$ cat src/core/oac_pkg.sv
// package for the amplifier control register bank
package oac_pkg;
  // register byte addresses on the apb bus
  localparam logic [7:0] OAC_CTRL_ADDR = 8'h00;
  localparam logic [7:0] OAC_TRIM_ADDR = 8'h04;
  localparam logic [7:0] OAC_STAT_ADDR = 8'h08;
  // amp_control field positions
  localparam int OAC_POWER_BIT = 6;
  localparam int OAC_BW_LSB = 0;
  localparam logic [7:0] OAC_CTRL_MASK = 8'h43;
  // amp_offset_trim field positions
  localparam int OAC_MODE_BIT = 7;
  localparam int OAC_REF_BIT = 6;
  localparam int OAC_TRIM_LSB = 0;
  // reset values
  localparam logic [7:0] OAC_CTRL_RST = 8'h00;
  localparam logic [7:0] OAC_TRIM_RST = 8'h20;

  // apb request group
  typedef struct packed {
    logic psel;
    logic penable;
    logic pwrite;
    logic [7:0] paddr;
    logic [31:0] pwdata;
  } oac_apb_req_t;

  // drive toward the analog core
  typedef struct packed {
    logic amp_power_on;
    logic [1:0] amp_bandwidth_sel;
    logic cal_mode_sel;
    logic cal_ref_input_sel;
    logic [5:0] offset_trim_code;
  } oac_analog_t;
endpackage

$ cat src/core/oac_regs.sv
// apb register bank driving the operational amplifier core
module oac_regs
  import oac_pkg::*;
(
  // clock and reset
  input wire logic sys_clk,
  input wire logic sys_rst,
  // apb slave
  input wire logic psel,
  input wire logic penable,
  input wire logic pwrite,
  input wire logic [7:0] paddr,
  input wire logic [31:0] pwdata,
  output logic [31:0] prdata,
  output logic pready,
  output logic pslverr,
  // analog core
  input wire logic amp_output_level,
  output oac_analog_t amp_drive
);
  typedef struct packed {
    logic [7:0] ctrl;
    logic [7:0] trim;
    logic [31:0] rdata;
    logic err;
  } oac_state_t;
  oac_state_t st_reg;
  oac_state_t st_next;
  logic level_sync;
  oac_apb_req_t req;
  logic access;
  logic hit;

  assign req = '{psel: psel, penable: penable, pwrite: pwrite, paddr: paddr, pwdata: pwdata};
  assign access = req.psel && req.penable;

  // pin level crosses into the clock domain before anyone reads it
  oac_sync u_sync (
    .sys_clk(sys_clk),
    .sys_rst(sys_rst),
    .async_in(amp_output_level),
    .sync_out(level_sync)
  );

  // address decode: three words mapped, anything else answers with an error
  always_comb begin
    hit = (req.paddr == OAC_CTRL_ADDR) || (req.paddr == OAC_TRIM_ADDR) ||
          (req.paddr == OAC_STAT_ADDR);
  end

  // register next state; read data lands on the setup edge, write data on the access edge
  always_comb begin
    st_next = st_reg;
    st_next.rdata = '0;
    st_next.err = 1'b0;
    if (req.psel && !req.penable) begin
      st_next.err = !hit;
      unique case (req.paddr)
        OAC_CTRL_ADDR: st_next.rdata = {24'h000000, st_reg.ctrl};
        OAC_TRIM_ADDR: st_next.rdata = {24'h000000, st_reg.trim};
        OAC_STAT_ADDR: st_next.rdata = {31'h00000000, level_sync};
        default: st_next.rdata = '0;
      endcase
    end else if (access) begin
      st_next.rdata = st_reg.rdata;
      st_next.err = st_reg.err;
    end
    if (access && req.pwrite) begin
      // masking drops the unused bits so they always read zero
      if (req.paddr == OAC_CTRL_ADDR) begin
        st_next.ctrl = req.pwdata[7:0] & OAC_CTRL_MASK;
      end
      // the whole trim byte is writable; ordering of mode and reference is software's job
      if (req.paddr == OAC_TRIM_ADDR) begin
        st_next.trim = req.pwdata[7:0];
      end
    end
  end

  always_ff @(posedge sys_clk or posedge sys_rst) begin
    if (sys_rst) begin
      st_reg <= '{ctrl: OAC_CTRL_RST, trim: OAC_TRIM_RST, rdata: 32'h00000000, err: 1'b0};
    end else begin
      st_reg <= st_next;
    end
  end

  // apb answer: zero wait states, data captured during setup
  assign pready = 1'b1;
  assign prdata = access ? st_reg.rdata : 32'h00000000;
  assign pslverr = access && st_reg.err;

  // analog drive straight from the registers
  assign amp_drive.amp_power_on = st_reg.ctrl[OAC_POWER_BIT];
  assign amp_drive.amp_bandwidth_sel = st_reg.ctrl[OAC_BW_LSB +: 2];
  assign amp_drive.cal_mode_sel = st_reg.trim[OAC_MODE_BIT];
  assign amp_drive.cal_ref_input_sel = st_reg.trim[OAC_REF_BIT];
  assign amp_drive.offset_trim_code = st_reg.trim[OAC_TRIM_LSB +: 6];

  // control writes keep only the power and bandwidth bits
  a_ctrl_mask: assert property (@(posedge sys_clk) disable iff (sys_rst)
    (st_reg.ctrl & ~OAC_CTRL_MASK) == 8'h00) else $error("unused control bits set");
  // a control write shows on the power pin one edge later
  a_power_write: assert property (@(posedge sys_clk) disable iff (sys_rst)
    access && pwrite && paddr == OAC_CTRL_ADDR |=> amp_drive.amp_power_on == $past(pwdata[6]))
    else $error("power bit not taken");
  a_bw_write: assert property (@(posedge sys_clk) disable iff (sys_rst)
    access && pwrite && paddr == OAC_CTRL_ADDR |=> amp_drive.amp_bandwidth_sel == $past(pwdata[1:0]))
    else $error("bandwidth not taken");
  a_mode_write: assert property (@(posedge sys_clk) disable iff (sys_rst)
    access && pwrite && paddr == OAC_TRIM_ADDR |=> amp_drive.cal_mode_sel == $past(pwdata[7]))
    else $error("mode bit not taken");
  a_ref_write: assert property (@(posedge sys_clk) disable iff (sys_rst)
    access && pwrite && paddr == OAC_TRIM_ADDR |=> amp_drive.cal_ref_input_sel == $past(pwdata[6]))
    else $error("reference bit not taken");
  a_trim_write: assert property (@(posedge sys_clk) disable iff (sys_rst)
    access && pwrite && paddr == OAC_TRIM_ADDR |=> amp_drive.offset_trim_code == $past(pwdata[5:0]))
    else $error("trim code not taken");
  // the trim code holds when nothing writes it
  a_trim_hold: assert property (@(posedge sys_clk) disable iff (sys_rst)
    !(access && pwrite && paddr == OAC_TRIM_ADDR) |=> $stable(amp_drive.offset_trim_code))
    else $error("trim code moved");
  // status read shows the pin level three edges before the access
  a_level_read: assert property (@(posedge sys_clk) disable iff (sys_rst)
    psel && !penable && !pwrite && paddr == OAC_STAT_ADDR ##1 access
    |-> prdata[0] == $past(amp_output_level, 3)) else $error("level read wrong");

  // the remaining drive fields hold when no control or trim write lands
  a_power_hold: assert property (@(posedge sys_clk) disable iff (sys_rst)
    !(access && pwrite && paddr == OAC_CTRL_ADDR) |=> $stable(amp_drive.amp_power_on))
    else $error("power bit moved");

  a_bw_hold: assert property (@(posedge sys_clk) disable iff (sys_rst)
    !(access && pwrite && paddr == OAC_CTRL_ADDR) |=> $stable(amp_drive.amp_bandwidth_sel))
    else $error("bandwidth moved");

  a_mode_hold: assert property (@(posedge sys_clk) disable iff (sys_rst)
    !(access && pwrite && paddr == OAC_TRIM_ADDR) |=> $stable(amp_drive.cal_mode_sel))
    else $error("mode bit moved");

  a_ref_hold: assert property (@(posedge sys_clk) disable iff (sys_rst)
    !(access && pwrite && paddr == OAC_TRIM_ADDR) |=> $stable(amp_drive.cal_ref_input_sel))
    else $error("reference bit moved");

  // control read returns power and bandwidth as they stood at the setup edge
  a_ctrl_read: assert property (@(posedge sys_clk) disable iff (sys_rst)
    psel && !penable && !pwrite && paddr == OAC_CTRL_ADDR ##1 access
    |-> prdata[7:0] == {1'b0, $past(amp_drive.amp_power_on), 4'h0,
                        $past(amp_drive.amp_bandwidth_sel)})
    else $error("control read wrong");

  // unused control positions and the upper word always read zero
  a_ctrl_zeros: assert property (@(posedge sys_clk) disable iff (sys_rst)
    access && !pwrite && paddr == OAC_CTRL_ADDR
    |-> prdata[31:8] == 24'h000000 && prdata[7] == 1'b0 && prdata[5:2] == 4'h0)
    else $error("unused control bits read");

  // trim read returns mode, reference and code as they stood at the setup edge
  a_trim_read: assert property (@(posedge sys_clk) disable iff (sys_rst)
    psel && !penable && !pwrite && paddr == OAC_TRIM_ADDR ##1 access
    |-> prdata[7:0] == {$past(amp_drive.cal_mode_sel), $past(amp_drive.cal_ref_input_sel),
                        $past(amp_drive.offset_trim_code)})
    else $error("trim read wrong");

  a_trim_upper: assert property (@(posedge sys_clk) disable iff (sys_rst)
    access && !pwrite && paddr == OAC_TRIM_ADDR |-> prdata[31:8] == 24'h000000)
    else $error("trim upper bits set");

  // status word carries only the level bit; software must not see stray ones
  a_stat_upper: assert property (@(posedge sys_clk) disable iff (sys_rst)
    access && !pwrite && paddr == OAC_STAT_ADDR |-> prdata[31:1] == 31'h00000000)
    else $error("status upper bits set");

  // the status word is read only, a write to it changes no drive field
  a_stat_keep: assert property (@(posedge sys_clk) disable iff (sys_rst)
    access && pwrite && paddr == OAC_STAT_ADDR |=> $stable(amp_drive))
    else $error("status write changed drive");

  // a write to a hole must leave the analog drive alone
  a_hole_keep: assert property (@(posedge sys_clk) disable iff (sys_rst)
    access && pwrite && paddr != OAC_CTRL_ADDR && paddr != OAC_TRIM_ADDR
    |=> $stable(amp_drive))
    else $error("hole write changed drive");

  // holes answer with an error, mapped words never do
  a_err_hole: assert property (@(posedge sys_clk) disable iff (sys_rst)
    psel && !penable && paddr != OAC_CTRL_ADDR && paddr != OAC_TRIM_ADDR &&
    paddr != OAC_STAT_ADDR ##1 access |-> pslverr)
    else $error("hole gave no error");

  a_err_mapped: assert property (@(posedge sys_clk) disable iff (sys_rst)
    psel && !penable && (paddr == OAC_CTRL_ADDR || paddr == OAC_TRIM_ADDR ||
    paddr == OAC_STAT_ADDR) ##1 access |-> !pslverr)
    else $error("mapped word gave error");

  // outside the access phase the read bus and error stay quiet
  a_bus_idle: assert property (@(posedge sys_clk) disable iff (sys_rst)
    !access |-> prdata == 32'h00000000 && !pslverr)
    else $error("read bus not quiet");

  // zero wait states: every access phase ends on its first edge
  a_ready_high: assert property (@(posedge sys_clk) disable iff (sys_rst)
    access |-> pready)
    else $error("ready low in access");
endmodule

$ cat src/core/oac_sync.sv
// two-stage synchroniser for the comparator-like amplifier output level
module oac_sync
  import oac_pkg::*;
(
  // clock and reset
  input wire logic sys_clk,
  input wire logic sys_rst,
  // level in and out
  input wire logic async_in,
  output logic sync_out
);
  typedef struct packed {
    logic meta;
    logic stable;
  } oac_sync_state_t;
  oac_sync_state_t st_reg;
  oac_sync_state_t st_next;

  // first stage is read only by the second stage
  always_comb begin
    st_next = st_reg;
    st_next.meta = async_in;
    st_next.stable = st_reg.meta;
  end

  always_ff @(posedge sys_clk or posedge sys_rst) begin
    if (sys_rst) begin
      st_reg <= '0;
    end else begin
      st_reg <= st_next;
    end
  end

  assign sync_out = st_reg.stable;
endmodule

$ cat config.mk
export PLATFORM = sky130hd
export DESIGN_NAME = oac_regs
export DESIGN_NICKNAME = d
export VERILOG_FILES = /design/src/core/oac_pkg.sv /design/src/core/oac_regs.sv /design/src/core/oac_sync.sv
export SDC_FILE = /design/constraint.sdc
export NUM_CORES = 1
export LEC_CHECK = 0
export BUFFER_PORTS_ARGS = -buffer_cell sky130_fd_sc_hd__buf_2
export CORE_ASPECT_RATIO = 0.5
export CORE_MARGIN = 2
export CORE_UTILIZATION = 40
export DETAILED_ROUTE_END_ITERATION = 12
export HOLD_SLACK_MARGIN = 0.12
export PLACE_DENSITY = 0.88
export SLEW_MARGIN = 5
export SYNTH_ARGS = -nofsm -noshare
export SYNTH_HDL_FRONTEND = slang
export SYNTH_SLANG_ARGS = --single-unit
$ cat constraint.sdc
create_clock -name sys_clk -period 1 [get_ports sys_clk]
set_input_delay 0 -clock sys_clk [delete_from_list [all_inputs] [get_ports sys_clk]]
set_output_delay 0 -clock sys_clk [all_outputs]
set_load 0.01 [all_outputs]
==> results.yml <==
outcome:
  status: "completed"
route:
  drcViolationCount: 0
  drt-total-wl_um: 2850
  drt_pass1_iterations: 4
  postRouteAntennaNets: 0
  vias: 915
  vias_per_cell: 4.55
  post_drt_wl_per_cell_um: 14.2
  drt-initial-drc-count: 37
power_and_ir_drop:
  ir_worst_vdd_v: 0.000594
  pwr_density_cell_nw_per_um2: 1130
  leakagePower_nw: 0.946
clock_tree:
  cts_buffer_depth: 2
  htree_levels: 1
  clock_sinks: 22
  cts_tree: "yes"
  clock_latency_ns: 0.26
  numCtsBuffers: 3
  cts_root_buf: "clkbuf_8"
  clkTransAtPathRegs_ns: 0.08
yosys:
  synth.distinct_cells: 24
  ys_ff_latch: 22
  synth_seq_area_share_pct: 44.0
  yosysWarnings: 0
  synth.avg_cell_area_um2: 11.5
  synthCells: 109
  synth_area_um2: 1250
floorplan:
  die_area_um2: 3630
  rows: 14
  io_pins: 91
  core_area_um2: 3000
  die_h_um: 43.6
  die_w_um: 83.2
  floorplan.initialDensity_pct: 41.9
sta:
  setup_viol: 0
  final_max_slew_viol_count: 0
  finalHoldViolCount: 0
  finalCritPeriodShare_pct: 99.0
  finalSetupTns_ns: 0
  layout_min_cycle_time_ns: 0.990
  fmax_mhz: 1010
  setup_ws_ns: 0.0105
  fin_worst_skew_ns: 0.00399
layout:
  drive_gt1_share_pct: 52.2
  diodes: 0
  area_growth_syn_to_layout_pct: 25.8
  final_cell_mix: "buf_2, conb_1, dfrtp_1"
  nets: 208
  final_area_um2: 1580
  largest_reg_flops: 11
  utilization_pct: 52.7
  mostFrequentLayoutCell: "buf_2"
setup_path:
  cp_data_arrival_time_ns: 0.99
  crit_required_ns: 1.00
  cp_slowest_stage_delay_ns: 0.37
  end_kind: "output pin"
  cpLargestDelayFamily: "flip-flops"
  start_kind: "register"
  path_max_fanout: 2
  worst-path-buf-inv: 1
  critPathSlowestCell: "dfrtp_1"
  path_cells: "and3_1, buf_2"
  crit_type: "reg2out"
place:
  gp_congestion: 0.832
  portBuffers: 41
  placed_area_um2: 1400
  place_ws_ns: -0.255
  hpwl_um: 1880
flow_run:
  cap_violations: 0
grt:
  grt.overflow.total: 0
  grt_max_degree: 23
  grt_pass1_vias: 854
  grt_first_pass_wirelength_um: 4140
  track_usage_pct: 14.7
  antenna_found_initial: 0
min_path:
  hold_class: "in2reg"
## kinds of logic after synthesis
group	after synthesis	synth area share, %
AO/OA/AOI/OAI	10	6.58
buffers and inverters	41	23.2
flip-flops	22	44.0
multiplexers	14	12.5
other	2	0.598
AND/OR/NAND/NOR	20	13.2
## power breakdown
| group | switching (mW) | total [mW] | internal (mW) |
|---|---|---|---|
| sequential | 0.00741 | 0.910 | 0.903 |
| combinational | 0.133 | 0.241 | 0.108 |
| clock | 0.287 | 0.638 | 0.351 |
## Yosys cell counts
library cell	count	area, um2
a21o_1	3	22.5
a31o_2	5	43.8
a41o_2	1	11.3
and2b_1	1	7.51
and3_1	9	56.3
and4b_1	2	20.0
and4bb_2	1	12.5
buf_2	2	10.0
buf_4	36	270
clkbuf_1	2	7.51
conb_1	2	7.51
dfrtp_1	21	526
dfstp_2	1	26.3
inv_1	1	3.75
mux2_2	13	146
mux2i_1	1	10.0
nand2_1	1	3.75
nand3_1	1	5.00
nand3b_1	1	7.51
nand4_1	1	6.26
nand4_4	1	21.3
nor2_1	1	3.75
nor4_4	1	21.3
o21ai_0	1	5.00
## worst min-delay path, delay by kind of cell
family	cells	cell delay [ns]
compound gates	1	0.14
buf+inv	2	0.23
## path summary, 6_finish.rpt
check                                  start               to  slack, ns  cells after the start
min                                 paddr[2]        st_reg[3]       0.13                      3
max in group asynchronous            sys_rst     amp_drive[5]       0.43                      4
max                                st_reg[8]        prdata[7]       0.01                      2
min reg2reg                u_sync.st_next[0]  u_sync.sync_out       0.37                      0
max reg2reg                     amp_drive[8]        st_reg[1]       0.02                      3
min in group asynchronous            sys_rst     amp_drive[3]       0.29                      4
## final cells by class
class | count | area, um2
Sequential cell | 22 | 552
Multi-Input combinational cell | 69 | 508
Timing Repair Buffer | 65 | 410
Tap cell | 40 | 50.0
Clock buffer | 4 | 55.1
Fill cell | 248 | 1420
Inverter | 1 | 3.75
## per-layer routing
layer,track usage (%),share of wire [%],up-vias
li1,-,-,420
met2,26.0,52,49
met1,19.0,41,446
met5,0,0,-
met4,5.57,0,0
met3,1.90,6.7,0
## stage by stage
| step | hold WS, ns | power (mW) | instances |
|---|---|---|---|
| after floorplan | -0.0115 | 1.11 | 132 |
| after detailed placement | 0.0422 | 1.13 | 185 |
| after CTS | 0.100 | 1.78 | 199 |
| after global placement | 0.0475 | 1.12 | 185 |
| final | 0.134 | 1.79 | 201 |
| after global routing | 0.138 | 1.85 | 201 |
## what timing repair did
action	4_1_cts	5_1_grt
resized for setup	0	2
endpoints found under the hold margin	35	0
setup endpoints to repair	0	11
setup buffers	0	2
hold buffers	10	0
Note: power is estimated with default switching activity, not from simulation.
